File: src/design/sweep_pkg.sv
// Shared constants for the sweep sequencer and its serial host.
package sweep_pkg;
    localparam int WORD_W = 16;
    localparam int ADDR_W = 4;
    localparam int DATA_W = 12;
    localparam int FREQ_W = 24;
    localparam int TIME_W = 14;
    localparam logic [4:0] BIT_LAST = 5'hF;
    // Serial word address codes in the top nibble; interval and burst use the top two bits only.
    localparam logic [3:0] ADR_CTRL = 4'h0;
    localparam logic [3:0] ADR_COUNT = 4'h1;
    localparam logic [3:0] ADR_DELTA_LO = 4'h2;
    localparam logic [3:0] ADR_DELTA_HI = 4'h3;
    localparam logic [3:0] ADR_START_LO = 4'hC;
    localparam logic [3:0] ADR_START_HI = 4'hD;
    localparam logic [1:0] ADR2_INTERVAL = 2'h1;
    localparam logic [1:0] ADR2_BURST = 2'h2;
    // Control word bit positions.
    localparam int CB_PAIRED = 11;
    localparam int CB_OUT_MODE = 7;
    localparam int CB_TRIANGLE = 6;
    localparam int CB_EXT_INCR = 5;
    localparam int CB_BY_CYCLES = 4;
    localparam int CB_PIN_BURST = 3;
    localparam logic [DATA_W-1:0] CTRL_RESET = 12'h000;
    // Host command port offsets.
    localparam logic [1:0] HOST_DATA = 2'h0;
    localparam logic [1:0] HOST_STATUS = 2'h1;
    localparam logic [1:0] HOST_PINS = 2'h2;
    localparam int HALF_PERIOD = 16;
    typedef enum logic [0:0] {SW_IDLE = 1'b0, SW_RUN = 1'b1} sweep_state_e;
    typedef enum logic [1:0] {HS_IDLE = 2'b00, HS_SHIFT = 2'b01, HS_TAIL = 2'b10} host_state_e;
endpackage

File: src/design/sweep_link_if.sv
// Pins between the serial host and the sweep sequencer.
`timescale 1ns/100ps
interface sweep_link_if;
    logic sclk;
    logic frameSelectN;
    logic serialDataIn;
    logic trigger;
    logic abortReq;
    modport host (output sclk, output frameSelectN, output serialDataIn,
                  output trigger, output abortReq);
    modport device (input sclk, input frameSelectN, input serialDataIn,
                    input trigger, input abortReq);
endinterface

File: src/design/freq_sweep_burst_sequencer.sv
// Sweep sequencer: serial loader, profile registers and sweep stepping.
`timescale 1ns/100ps
module freq_sweep_burst_sequencer #(
    parameter int TIME_WIDTH = sweep_pkg::TIME_W
) (
    input wire logic clk,
    input wire logic rst_n,
    input wire logic clkEn,
    sweep_link_if.device link,
    input wire logic waveCycleTick,
    output logic [sweep_pkg::FREQ_W-1:0] freqWord,
    output logic waveOn,
    output logic phaseReset,
    output logic sweepRunning,
    output logic [sweep_pkg::DATA_W-1:0] ctrlWord
);
    import sweep_pkg::*;

    logic [4:0] sync1;
    logic [4:0] sync2;
    logic [1:0] sclkHist;
    logic [1:0] trigHist;
    logic abortPrev;
    logic [WORD_W-1:0] shift_r;
    logic [3:0] bitCnt_r;
    logic wordDone_r;
    logic [DATA_W-1:0] ctrl_r;
    logic [DATA_W-1:0] count_r;
    logic [FREQ_W-1:0] delta_r;
    logic [FREQ_W-1:0] start_r;
    logic [DATA_W-1:0] pendLo_r;
    logic [TIME_WIDTH-1:0] interval_r;
    logic [TIME_WIDTH-1:0] burstLen_r;
    logic ctrlWrite_r;
    sweep_state_e state_r;
    logic [DATA_W-1:0] step_r;
    logic goingUp_r;
    logic [TIME_WIDTH-1:0] timer_r;
    logic [TIME_WIDTH-1:0] burstCnt_r;
    logic sclkFall;
    logic trigRise;
    logic abortRise;
    logic incrEvent;
    logic timerTick;
    logic [WORD_W-1:0] word;
    logic [ADDR_W-1:0] wordAddr;
    logic [DATA_W-1:0] wordData;

    // Every pin passes two flops before any logic reads it.
    // Reset values match each pin's idle level except serial data (reset high, host idles low), so trigger and abort show no false rise.
    always_ff @(posedge clk or negedge rst_n) begin
        if (!rst_n) begin
            sync1 <= 5'h07;
            sync2 <= 5'h07;
        end else if (clkEn) begin
            sync1 <= {link.abortReq, link.trigger, link.serialDataIn,
                      link.frameSelectN, link.sclk};
            sync2 <= sync1;
        end
    end

    // Edge history taken from the second stage only.
    always_ff @(posedge clk or negedge rst_n) begin
        if (!rst_n) begin
            sclkHist <= 2'h3;
            trigHist <= 2'h0;
            abortPrev <= 1'b0;
        end else if (clkEn) begin
            sclkHist <= {sclkHist[0], sync2[0]};
            trigHist <= {trigHist[0], sync2[3]};
            abortPrev <= sync2[4];
        end
    end

    // The clock idles high, as the reset history assumes; only a real high-to-low step counts.
    assign sclkFall = sclkHist[1] & ~sclkHist[0];
    assign trigRise = ~trigHist[1] & trigHist[0];
    assign abortRise = ~abortPrev & sync2[4];
    assign word = {shift_r[WORD_W-2:0], sync2[2]};
    assign wordAddr = word[WORD_W-1 -: ADDR_W];
    assign wordData = word[DATA_W-1:0];

    // Shift register; frame select high drops any partial word.
    always_ff @(posedge clk or negedge rst_n) begin
        if (!rst_n) begin
            shift_r <= '0;
            bitCnt_r <= '0;
            wordDone_r <= 1'b0;
        end else if (clkEn) begin
            wordDone_r <= 1'b0;
            if (sync2[1]) begin
                bitCnt_r <= '0;
            end else if (sclkFall) begin
                shift_r <= word;
                bitCnt_r <= bitCnt_r + 4'h1;
                wordDone_r <= (bitCnt_r == BIT_LAST[3:0]);
            end
        end
    end

    // Register decode; paired mode holds the low half until the high half arrives.
    always_ff @(posedge clk or negedge rst_n) begin
        if (!rst_n) begin
            ctrl_r <= CTRL_RESET;
            count_r <= '0;
            delta_r <= '0;
            start_r <= '0;
            pendLo_r <= '0;
            interval_r <= '0;
            burstLen_r <= '0;
            ctrlWrite_r <= 1'b0;
        end else if (clkEn) begin
            ctrlWrite_r <= 1'b0;
            if (wordDone_r) begin
                if (shift_r[WORD_W-1 -: 2] == ADR2_INTERVAL) begin
                    interval_r <= shift_r[TIME_WIDTH-1:0];
                end else if (shift_r[WORD_W-1 -: 2] == ADR2_BURST) begin
                    burstLen_r <= shift_r[TIME_WIDTH-1:0];
                end else begin
                    case (shift_r[WORD_W-1 -: ADDR_W])
                        ADR_CTRL: begin
                            ctrl_r <= shift_r[DATA_W-1:0];
                            ctrlWrite_r <= 1'b1;
                        end
                        ADR_COUNT: count_r <= shift_r[DATA_W-1:0];
                        ADR_DELTA_LO: begin
                            pendLo_r <= shift_r[DATA_W-1:0];
                            if (!ctrl_r[CB_PAIRED]) begin
                                delta_r[DATA_W-1:0] <= shift_r[DATA_W-1:0];
                            end
                        end
                        ADR_DELTA_HI: begin
                            delta_r[FREQ_W-1:DATA_W] <= shift_r[DATA_W-1:0];
                            if (ctrl_r[CB_PAIRED]) begin
                                delta_r[DATA_W-1:0] <= pendLo_r;
                            end
                        end
                        ADR_START_LO: begin
                            pendLo_r <= shift_r[DATA_W-1:0];
                            if (!ctrl_r[CB_PAIRED]) begin
                                start_r[DATA_W-1:0] <= shift_r[DATA_W-1:0];
                            end
                        end
                        ADR_START_HI: begin
                            start_r[FREQ_W-1:DATA_W] <= shift_r[DATA_W-1:0];
                            if (ctrl_r[CB_PAIRED]) begin
                                start_r[DATA_W-1:0] <= pendLo_r;
                            end
                        end
                        default: ;
                    endcase
                end
            end
        end
    end

    // Interval base is either clock cycles or output waveform cycles.
    assign timerTick = ctrl_r[CB_BY_CYCLES] ? waveCycleTick : 1'b1;
    // Step source: internal interval timer or the trigger pin.
    assign incrEvent = (state_r == SW_RUN) &&
        (ctrl_r[CB_EXT_INCR] ? trigRise
                             : (timerTick && timer_r + 1'b1 >= interval_r));

    // Sweep state, step counter and frequency word.
    always_ff @(posedge clk or negedge rst_n) begin
        if (!rst_n) begin
            state_r <= SW_IDLE;
            step_r <= '0;
            goingUp_r <= 1'b1;
            freqWord <= '0;
            timer_r <= '0;
        end else if (clkEn) begin
            if (ctrlWrite_r || abortRise) begin
                state_r <= SW_IDLE;
                timer_r <= '0;
            end else begin
                case (state_r)
                    SW_IDLE: begin
                        if (trigRise) begin
                            state_r <= SW_RUN;
                            freqWord <= start_r;
                            step_r <= '0;
                            goingUp_r <= 1'b1;
                            timer_r <= '0;
                        end
                    end
                    SW_RUN: begin
                        if (incrEvent) begin
                            timer_r <= '0;
                        end else if (timerTick) begin
                            timer_r <= timer_r + 1'b1;
                        end
                        if (incrEvent && count_r != '0) begin
                            if (goingUp_r && step_r == count_r) begin
                                if (ctrl_r[CB_TRIANGLE]) begin
                                    goingUp_r <= 1'b0;
                                    step_r <= step_r - 1'b1;
                                    freqWord <= freqWord - delta_r;
                                end else begin
                                    step_r <= '0;
                                    freqWord <= start_r;
                                end
                            end else if (!goingUp_r && step_r == '0) begin
                                goingUp_r <= 1'b1;
                                step_r <= step_r + 1'b1;
                                freqWord <= freqWord + delta_r;
                            end else if (goingUp_r) begin
                                step_r <= step_r + 1'b1;
                                freqWord <= freqWord + delta_r;
                            end else begin
                                step_r <= step_r - 1'b1;
                                freqWord <= freqWord - delta_r;
                            end
                        end
                    end
                    default: state_r <= SW_IDLE;
                endcase
            end
        end
    end

    // Output gating. Continuous mode resets phase only outside a sweep, so steps are seamless.
    always_ff @(posedge clk or negedge rst_n) begin
        if (!rst_n) begin
            waveOn <= 1'b0;
            phaseReset <= 1'b0;
            burstCnt_r <= '0;
        end else if (clkEn) begin
            phaseReset <= 1'b0;
            if (ctrlWrite_r || abortRise || state_r != SW_RUN) begin
                waveOn <= 1'b0;
                burstCnt_r <= '0;
                phaseReset <= 1'b1;
            end else if (ctrl_r[CB_PIN_BURST]) begin
                waveOn <= sync2[3];
            end else if (!ctrl_r[CB_OUT_MODE]) begin
                waveOn <= 1'b1;
            end else if (incrEvent) begin
                burstCnt_r <= '0;
                waveOn <= 1'b0;
                phaseReset <= 1'b1;
            end else begin
                waveOn <= burstCnt_r < burstLen_r;
                if (burstCnt_r < burstLen_r) begin
                    burstCnt_r <= burstCnt_r + 1'b1;
                end
            end
        end
    end

    // Status copies, registered so every output leaves a flop.
    always_ff @(posedge clk or negedge rst_n) begin
        if (!rst_n) begin
            sweepRunning <= 1'b0;
            ctrlWord <= CTRL_RESET;
        end else if (clkEn) begin
            sweepRunning <= (state_r == SW_RUN);
            ctrlWord <= ctrl_r;
        end
    end
endmodule

File: src/flat_wrapper.sv
// flat-port wrapper written by rule: the top's interface ports become plain ports
module freq_sweep_burst_sequencer_flat import sweep_pkg::*;
#(
    parameter int TIME_WIDTH = sweep_pkg::TIME_W
)
  (clk, rst_n, clkEn, waveCycleTick, freqWord, waveOn, phaseReset, sweepRunning, ctrlWord, link_sclk, link_frameSelectN, link_serialDataIn, link_trigger, link_abortReq);
  sweep_link_if link_i ();
  input wire logic clk;
  input wire logic rst_n;
  input wire logic clkEn;
  input wire logic waveCycleTick;
  output logic [sweep_pkg::FREQ_W-1:0] freqWord;
  output logic waveOn;
  output logic phaseReset;
  output logic sweepRunning;
  output logic [sweep_pkg::DATA_W-1:0] ctrlWord;
  input wire logic [$bits(link_i.sclk)-1:0] link_sclk;
  input wire logic [$bits(link_i.frameSelectN)-1:0] link_frameSelectN;
  input wire logic [$bits(link_i.serialDataIn)-1:0] link_serialDataIn;
  input wire logic [$bits(link_i.trigger)-1:0] link_trigger;
  input wire logic [$bits(link_i.abortReq)-1:0] link_abortReq;
  assign link_i.sclk = link_sclk;
  assign link_i.frameSelectN = link_frameSelectN;
  assign link_i.serialDataIn = link_serialDataIn;
  assign link_i.trigger = link_trigger;
  assign link_i.abortReq = link_abortReq;
  freq_sweep_burst_sequencer #(.TIME_WIDTH(TIME_WIDTH)) u_core (.clk(clk), .rst_n(rst_n), .clkEn(clkEn), .link(link_i), .waveCycleTick(waveCycleTick), .freqWord(freqWord), .waveOn(waveOn), .phaseReset(phaseReset), .sweepRunning(sweepRunning), .ctrlWord(ctrlWord));
endmodule
File: config.mk
export PLATFORM = sky130hd
export DESIGN_NAME = freq_sweep_burst_sequencer_flat
export DESIGN_NICKNAME = d
export VERILOG_FILES = /design/src/design/sweep_pkg.sv /design/src/design/sweep_link_if.sv /design/src/design/freq_sweep_burst_sequencer.sv /design/src/flat_wrapper.sv
export SDC_FILE = /design/constraint.sdc
export NUM_CORES = 1
export LEC_CHECK = 0
export CAP_MARGIN = 40
export CORE_ASPECT_RATIO = 1.5
export CORE_UTILIZATION = 47
export CTS_CLUSTER_DIAMETER = 60
export DETAILED_ROUTE_END_ITERATION = 16
export DONT_BUFFER_PORTS = 1
export RECOVER_POWER = 100
export SLEW_MARGIN = 15
export SYNTH_ARGS = -nofsm -noshare
export SYNTH_HDL_FRONTEND = slang
export SYNTH_SLANG_ARGS = --single-unit
File: constraint.sdc
create_clock -name clk -period 4.8 [get_ports clk]
set_clock_uncertainty 0.2 [all_clocks]
set_input_delay 0.48 -clock clk [delete_from_list [all_inputs] [get_ports clk]]
set_output_delay 0.48 -clock clk [all_outputs]
set_load 0.1 [all_outputs]
==> qor.yml, run 1 <==
yosysSeqAreaShare_pct: 41.7
violations: "negative hold slack, max-capacitance violations, max-slew violations"
crit_type: "reg -> reg"
cts_resized: 0
dr.first_iter.drc_count: 679
finalSetupViolCount: 0
grt_overflow: 0
vias_per_cell: 5.98
syn_nets: 1514
outcome: "finished, violations left"
place_hpwl_um: 26900
cts_hold_buf: 6
fin_ws_ns: 0.428
ir_worst_vdd_mv: 0.328
clock.fmax_mhz: 229
gp_congestion: 0.923
required_ns: 5.04
hp-class: "in -> async"
ant_nets: 0
worstSetupEndpointType: "flop"
ys.warnings.count: 0
antenna_found_initial: 0
worstSkewPairLatency_ns: 0.54
cpPeakStageDelay_ns: 0.46
rsz0062_at_grt: "false"
timing.slew.headroom_pct: -13.1
path_clk_slew_ns: 0.06
die_y_um: 212
synthesis.area_sq_mm: 0.0138
die_w_um: 142
syn_inst: 1421
die_area_sq_mm: 0.0301
grt_use_total_pct: 26.3
min_period_ns: 4.37
dp_cells: 1793
design.core.area_sq_mm: 0.0288
reg2reg_slack_ns: 0.43
postCtsSetupBuffers: 0
utilization_pct: 53.0
period_share_pct: 91.1
initial_core_util_pct: 48.0
powerDensity_mw_per_mm2: 572
synth_cell_types: 75
core.rowCount: 76
firstDrtPassIters: 5
drcViolationCount: 0
synth-seq-cells: 230
wire_per_inst_um: 20.9
grt_pass1_wl_um: 61200
whs_ns: -0.559
synth.avg_cell_area_sq_um: 9.74
nNetsFinal: 1543
maxCapViolations: 1
crit_arrival_ns: 4.62
postRouteWirelength_um: 38700
start_kind: "flop"
power_uw: 8730
vias: 11113
layout_commonest_cell: "dfrtp_1"
cts_max_path_buffers: 3
async_flop_share_pct: 100
pin_count: 48
grt_max_degree: 231
diodes: 0
cts_tree: "built"
path_max_fanout: 8
synthFlopType: "dfrtp_1"
numClockSinks: 230
synth_edf_count: 0
area_delta_synth_final_pct: 10.3
cts_buffers: 25
finalHoldViolCount: 230
h-tree-depth: 1
drive_above_1_share_pct: 14.1
path_cells: "nand2_1, nor2_1, nand4_1, nor3_1, xor2_1, ha_1, a211oi_1, o21ai_0, a221o_1, a21oi_1, o21ai_0, buf_4, nor2_1, nand3_1, mux2i_1"
cts_root_buf: "clkbuf_16"
fin_cells: 1857
pre_cts_slack_ns: 0.530
p_leak_uw: 0.00698
slew_viol_final: 29
setup_tns_ns: 0
worst_slew_pin_slew_ns: 1.70
layout_common_cells: "221 x dfrtp_1, 119 x mux2_2, 109 x nand2_1"
slowest_stage: "nor2_1"
port_buffers: 0
grt_pass1_vias: 11066
state kept, by name, summed over array words and instances, names as in the netlist, 2 cells and up:
| signal | count |
|---|---|
| u_core.sync2 | 5 |
| u_core.freqWord | 24 |
| u_core.step_r | 12 |
| u_core.start_r | 24 |
| u_core.bitCnt_r | 4 |
| u_core.sync1 | 5 |
| u_core.burstLen_r | 14 |
| u_core.trigHist | 2 |
| u_core.count_r | 12 |
| u_core.burstCnt_r | 14 |
| u_core.shift_r | 16 |
| u_core.delta_r | 24 |
| u_core.ctrlWord | 12 |
| u_core.sclkHist | 2 |
| u_core.timer_r | 14 |
| u_core.interval_r | 14 |
| u_core.pendLo_r | 12 |
| u_core.ctrl_r | 12 |
kinds of logic (layout without fill, tap and decap cells):
group,count (synthesis),count (layout),share of synthesized area (%)
simple gates,372,372,13.1
fa+ha+maj,84,84,7.70
mux,157,157,12.5
flops,230,230,41.7
compound gates,360,360,17.2
buf+inv,181,227,5.34
xor+xnor,37,37,2.45
worst paths after layout:
path,startpoint,to,depth (start not counted)
worst max-delay path,u_core.timer_r[2],u_core.burstCnt_r[5],15
worst min-delay path,rst_n,u_core.delta_r[5],0
worst max register to register,u_core.timer_r[2],u_core.burstCnt_r[5],15
worst min register to register,u_core.start_r[5],u_core.start_r[5],2
max in group asynchronous,rst_n,u_core.sync1[2],0
min in group clk,clkEn,u_core.bitCnt_r[0],3
worst max-delay path, delay by kind of cell (launching register included):
kind	cells	cell delay (ns)
AND/OR/NAND/NOR	6	1.38
multiplexers	1	0.17
flip-flops	1	0.45
buffers and inverters	1	0.22
adder cells (fa/ha/maj)	1	0.27
AO/OA/AOI/OAI	5	1.33
XOR/XNOR	1	0.23
power breakdown:
group	internal [uW]	leakage, uW	total, uW	switching, uW
clock	1140	0.000397	1940	794
combinational	1330	0.00353	4300	2970
sequential	2150	0.00306	2490	341
total	4630	0.00698	8730	4110
through the flow:
step	hold WS [ns]	instance area (sq um)
after floorplan	-0.0156	13800
after global placement	-0.00630	14200
after detailed placement	-0.000861	14800
after CTS	-0.577	15700
after global routing	-0.574	15300
final	-0.559	15300
area by class of cell:
| class | count | area (sq um) |
|---|---|---|
| Sequential cell | 230 | 5770 |
| Tap cell | 390 | 488 |
| Fill cell | 2693 | 13600 |
| Clock buffer | 36 | 717 |
| Multi-Input combinational cell | 1010 | 7360 |
| Clock inverter | 8 | 103 |
| Inverter | 93 | 349 |
| Timing Repair Buffer | 90 | 478 |
synth_stat cells, types with 11 or more instances:
library cell / count / share of area, %
a211oi_1: 14 / 0.76
a21o_1: 13 / 0.71
a21oi_1: 80 / 2.9
a221o_1: 11 / 0.80
a31oi_1: 16 / 0.72
a32o_1: 14 / 1.0
and3_1: 14 / 0.63
buf_2: 12 / 0.43
clkbuf_1: 63 / 1.7
dfrtp_1: 221 / 40
ha_1: 82 / 7.4
inv_1: 92 / 2.5
mux2_2: 120 / 9.8
mux2i_1: 36 / 2.6
nand2_1: 109 / 3.0
nand2b_1: 13 / 0.59
nand3_1: 43 / 1.6
nand4_1: 15 / 0.68
nor2_1: 85 / 2.3
nor2b_1: 12 / 0.54
nor3_1: 26 / 0.94
nor4_1: 11 / 0.50
o211ai_1: 11 / 0.60
o21ai_0: 82 / 3.0
o22ai_1: 22 / 0.99
o31ai_1: 15 / 0.81
or3_1: 11 / 0.50
xnor2_1: 26 / 1.6
routing by layer:
layer / global-route usage (%) / routed length [um]
met4: 12.6 / 1840
met1: 30.0 / 15300
met5: 0 / 0
met3: 2.95 / 1570
met2: 48.3 / 20100
Note: power is estimated with default switching activity, not from simulation.
==> inputs of run 2 (changes only) <==
--- a/config.mk
+++ b/config.mk
@@ -11,7 +11,7 @@
 export CTS_CLUSTER_DIAMETER = 60
 export DETAILED_ROUTE_END_ITERATION = 16
 export DONT_BUFFER_PORTS = 1
-export RECOVER_POWER = 100
+export RECOVER_POWER = 50
 export SLEW_MARGIN = 15
 export SYNTH_ARGS = -nofsm -noshare
 export SYNTH_HDL_FRONTEND = slang
==> qor.yml, run 2 (synthesis gave the netlist of run 1 again) <==
outcome: "finished, violations left"
violations: "negative hold slack"
worstSkewPairLatency_ns: 0.54
period_share_pct: 89.9
worstSetupEndpointType: "flop"
area_delta_synth_final_pct: 13.9
antenna_found_initial: 0
gp_congestion: 0.923
numClockSinks: 230
start_kind: "flop"
postCtsSetupBuffers: 0
place_hpwl_um: 26900
finalSetupViolCount: 0
worst_slew_pin_slew_ns: 1.22
p_leak_uw: 0.00725
path_max_fanout: 14
power_uw: 9040
grt_use_total_pct: 26.3
grt_pass1_vias: 11066
fillers: 2624
fin_ws_ns: 0.485
cts_max_path_buffers: 3
min_period_ns: 4.31
drcViolationCount: 0
firstDrtPassIters: 5
finalHoldViolCount: 230
dr.first_iter.drc_count: 611
vias_per_cell: 5.98
place_area_sq_mm: 0.0148
grt_max_degree: 231
layout_commonest_cell: "dfrtp_1"
h-tree-depth: 1
cts_hold_buf: 6
clock.fmax_mhz: 232
whs_ns: -0.563
ir_worst_vdd_mv: 0.326
cts_tree: "built"
reg_top3: "u_core.delta_r x24, u_core.freqWord x24, u_core.start_r x24"
powerDensity_mw_per_mm2: 574
diodes: 0
drive_above_1_share_pct: 16.8
rsz0062_at_grt: "false"
die_y_um: 212
pre_cts_slack_ns: 0.530
required_ns: 5.06
r2r_start: "u_core.timer_r[2]"
timing.slew.headroom_pct: 18.6
setup_tns_ns: 0
die_area_sq_mm: 0.0301
core.rowCount: 76
grt_overflow: 0
postLayoutCellArea_sq_mm: 0.0158
pin_count: 48
crit_arrival_ns: 4.58
die_w_um: 142
initial_core_util_pct: 48.0
crit_type: "reg -> reg"
maxCapViolations: 0
ant_nets: 0
layout_common_cells: "221 x dfrtp_1, 120 x mux2_2, 109 x nand2_1"
wire_per_inst_um: 20.8
cts_root_buf: "clkbuf_16"
hp-class: "in -> async"
cts_resized: 0
vias: 11101
port_buffers: 0
nNetsFinal: 1543
path_clk_slew_ns: 0.06
design.core.area_sq_mm: 0.0288
slew_viol_final: 0
grt_pass1_wl_um: 61200
postRouteWirelength_um: 38700
startpoint: "u_core.timer_r[2]"
cts_buffers: 25
==> run 2: changes by cell type in the layout (fill, tap and decap cells not counted) <==
cell	change
buf_16	+15
buf_4	+22
buf_6	+1
buf_8	+1
clkbuf_1	-39
clkbuf_16	+2
clkbuf_2	-2
mux2_1	-1
mux2_2	+1
o21ai_0	-1
o21ai_1	+1
==> run 2: metrics by stage <==
step,cells,utilization [%]
floorplan,1421,-
global route,1857,54.7
CTS,1843,54.4
finish,1857,54.7
global placement,1761,49.4
detailed placement,1793,51.3
==> run 2: where the power goes <==
group,switching (uW),internal [uW]
clock network,795,1140
logic,2970,1600
registers,386,2150
==> run 2: path summary, 6_finish.rpt <==
path / end / cells after the start / slack [ns]
setup / recovery: u_core.goingUp_r / 15 / 0.49
hold / removal: u_core.delta_r[5] / 0 / -0.56
setup reg to reg: u_core.goingUp_r / 15 / 0.49
hold reg to reg: u_core.start_r[8] / 2 / 0.28
max in group asynchronous: u_core.sync1[2] / 0 / 4.54
min in group clk: u_core.bitCnt_r[0] / 3 / 0.05
==> run 2: cell type report <==
class                      count  area [sq um]  share of cell area, %
clock buffer                  36           717                   4.55
inverter                      93           349                   2.22
tap                          390           488                   3.10
clock inverter                 8           103                  0.651
multi-input combinational   1010          7360                   46.7
timing repair buffer          90           976                   6.19
sequential                   230          5770                   36.6
==> run 2: critical path, stage by stage, from the launching register on <==
cell and delay (ns):
dfrtp_1 0.45, nand2_1 0.07, nor2_1 0.19, nand4_1 0.19, nor3_1 0.29, xor2_1 0.23
ha_1 0.28, a211oi_1 0.25, o21ai_0 0.13, a221o_1 0.27, a21oi_1 0.44, o31a_1 0.57
buf_4 0.26, buf_4 0.17, o31ai_1 0.08, a21oi_1 0.16
==> run 2: routing by layer <==
layer	routed length (um)	global-route usage (%)	vias to the layer above
met3	1660	2.95	100
met4	1840	12.6	0
li1	-	-	5194
met2	20000	48.3	322
met1	15200	30.0	5485
met5	0	0	-
==> inputs of run 3 (changes only) <==
--- a/config.mk
+++ b/config.mk
@@ -5,9 +5,10 @@
 export SDC_FILE = /design/constraint.sdc
 export NUM_CORES = 1
 export LEC_CHECK = 0
+export ABC_AREA = 1
 export CAP_MARGIN = 40
 export CORE_ASPECT_RATIO = 1.5
-export CORE_UTILIZATION = 47
+export CORE_UTILIZATION = 50
 export CTS_CLUSTER_DIAMETER = 60
 export DETAILED_ROUTE_END_ITERATION = 16
 export DONT_BUFFER_PORTS = 1
==> qor.yml, run 3 <==
vias: 13858
gp_congestion: 1.01
synth_edf_count: 0
min_period_ns: 3.87
h-tree-depth: 1
clock.fmax_mhz: 258
worstSetupEndpointType: "flop"
worst_slew_pin_slew_ns: 1.03
area_delta_synth_final_pct: 12.2
die_area_sq_mm: 0.0309
syn_inst: 2129
place_hpwl_um: 36000
synth_cell_types: 54
reg_top3: "u_core.delta_r x24, u_core.freqWord x24, u_core.start_r x24"
core.rowCount: 77
seqPwrFrac_pct: 25.9
pin_count: 48
numClockSinks: 230
met3_usage_pct: 4.14
met2_usage_pct: 56.7
synth_top_area_share_pct: 36.6
synth-seq-cells: 230
finalSetupViolCount: 0
crit_type: "reg -> reg"
cts_resized: 0
nNetsFinal: 2249
grt_busiest_layer: "met2"
synth_area_leaders: "dfrtp_1 37%, nand2_1 17%, ha_1 6.8%"
violations: "negative hold slack"
synthesis.area_sq_mm: 0.0151
vias_per_cell: 5.39
layout_commonest_cell: "nand2_1"
die_w_um: 144
initial_core_util_pct: 51.0
finalHoldViolCount: 223
slew_viol_final: 0
setup_tns_ns: 0
synth_commonest_cells: "683 x nand2_1, 242 x inv_1, 221 x dfrtp_1"
path_clk_slew_ns: 0.07
postCtsSetupBuffers: 0
crit_arrival_ns: 4.13
drive_above_1_share_pct: 7.04
grt_overflow: 0
cts_hold_buf: 6
grt_util_met1_pct: 35.2
powerDensity_mw_per_mm2: 546
p_leak_uw: 0.00842
power_switching_uw: 4490
design.core.area_sq_mm: 0.0296
die_y_um: 215
async_flop_share_pct: 100
start_kind: "flop"
ir_worst_vdd_mv: 0.344
p_int_uw: 4760
cts_root_buf: "clkbuf_16"
yosysSeqAreaShare_pct: 38.2
dr.first_iter.drc_count: 866
whs_ns: -0.553
drcViolationCount: 0
path_max_fanout: 18
required_ns: 5.05
wire_per_inst_um: 18.7
ys.warnings.count: 0
maxCapViolations: 0
antenna_found_initial: 1
cts_max_path_buffers: 3
firstDrtPassIters: 5
port_buffers: 0
grt_max_degree: 231
syn_nets: 2222
period_share_pct: 80.7
hp-class: "in -> async"
synth.avg_cell_area_sq_um: 7.09
postRouteWirelength_um: 48000
worstSkewPairLatency_ns: 0.53
cts_tree: "built"
synthFlopType: "dfrtp_1"
sw_frac_of_total_pct: 48.6
synth.largest_area_cell: "dfrtp_1"
grt_use_total_pct: 31.9
p_clk_share_pct: 22.3
grt_pass1_vias: 13712
synth_most_common_cell: "nand2_1"
timing.slew.headroom_pct: 31.2
layout_common_cells: "683 x nand2_1, 243 x inv_1, 221 x dfrtp_1"
pwr-share-comb_pct: 51.8
cts_buffers: 25
rsz0062_at_grt: "false"
ant_nets: 0
grt_pass1_wl_um: 74500
outcome: "finished, violations left"
diodes: 0
==> run 3: cell count changes after synthesis, sizes merged, moves of 97 or more <==
| cell | delta |
|---|---|
| o21ai | +141 |
| inv | +165 |
| nor2 | +99 |
| mux2 | -121 |
| nand2 | +587 |
| nand3 | +97 |
==> run 3: worst max-delay path, stage by stage, from the launching register on <==
cell and delay (ns):
dfrtp_1 0.40, inv_1 0.08, nor2_1 0.10, nand2_1 0.07
nor2_1 0.17, nand3_1 0.12, nor2_1 0.24, nand3_1 0.13
xor2_1 0.16, inv_1 0.08, ha_1 0.32, nand2_2 0.10
inv_1 0.04, nand2_1 0.05, nand2_1 0.04, a21oi_1 0.12
nand3_1 0.10, nand2_2 0.11, nand3_4 0.16, inv_4 0.23
nand2_4 0.08, nand2_1 0.28, buf_4 0.25, nand2_1 0.06
o21ai_1 0.07
==> run 3: per-layer routing <==
metal	share of wire, %	routed length, um
met4	6.8	3250
met3	4.2	2040
met2	51	24300
met5	0.040	19
met1	38	18400
==> run 3: power by group through the flow <==
| stage | combinational, uW | clock [uW] | sequential [uW] |
|---|---|---|---|
| 6_report | 4790 | 2060 | 2400 |
| 5_1_grt | 5180 | 2170 | 2420 |
| 4_1_cts | 4710 | 2100 | 2400 |
| 3_5_place_dp | 4690 | 0 | 2440 |
| 3_3_place_gp | 4160 | 0 | 2690 |
| 2_1_floorplan | 2690 | 0 | 3030 |
==> run 3: logic make-up (layout without fill, tap and decap cells) <==
group | after synthesis | after routing | synth area share (%)
and+or+nand+nor | 1088 | 1088 | 30.3
AOI/OAI and AO/OA | 350 | 350 | 12.3
buffers and inverters | 326 | 371 | 9.00
DFF | 230 | 230 | 38.2
adders and majority gates | 84 | 84 | 7.06
xor gates and xnor gates | 51 | 51 | 3.06
==> run 3: layout make-up <==
cell class / instances / area (sq um)
Timing Repair Buffer: 68 / 852
Clock inverter: 11 / 174
Multi-Input combinational cell: 1573 / 7970
Fill cell: 2915 / 12600
Sequential cell: 230 / 5770
Tap cell: 395 / 494
Inverter: 258 / 977
Clock buffer: 34 / 709
==> run 3: worst paths after layout <==
path / from / end / slack, ns / cells after the start
max: u_core.timer_r[0] / u_core.timer_r[10] / 0.93 / 24
min: rst_n / u_core.delta_r[4] / -0.55 / 0
max reg2reg: u_core.timer_r[0] / u_core.timer_r[10] / 0.93 / 24
min reg2reg: u_core.sync1[1] / u_core.sync1[1] / 0.26 / 2
max in group asynchronous: rst_n / u_core.freqWord[16] / 4.30 / 0
min in group clk: clkEn / u_core.bitCnt_r[3] / 0.12 / 2
==> run 3: metrics by stage <==
step                setup slack [ns]  cell area, sq um  std cells  util (%)  power, uW
floorplan                       1.71             15100       2129         -       5720
global placement                1.08             15400       2477      51.9       6850
detailed placement             0.953             15900       2505      53.6       7120
CTS                            0.928             16800       2556      56.8       9210
global route                   0.452             16900       2569      57.3       9760
finish                         0.927             16900       2569      57.3       9250
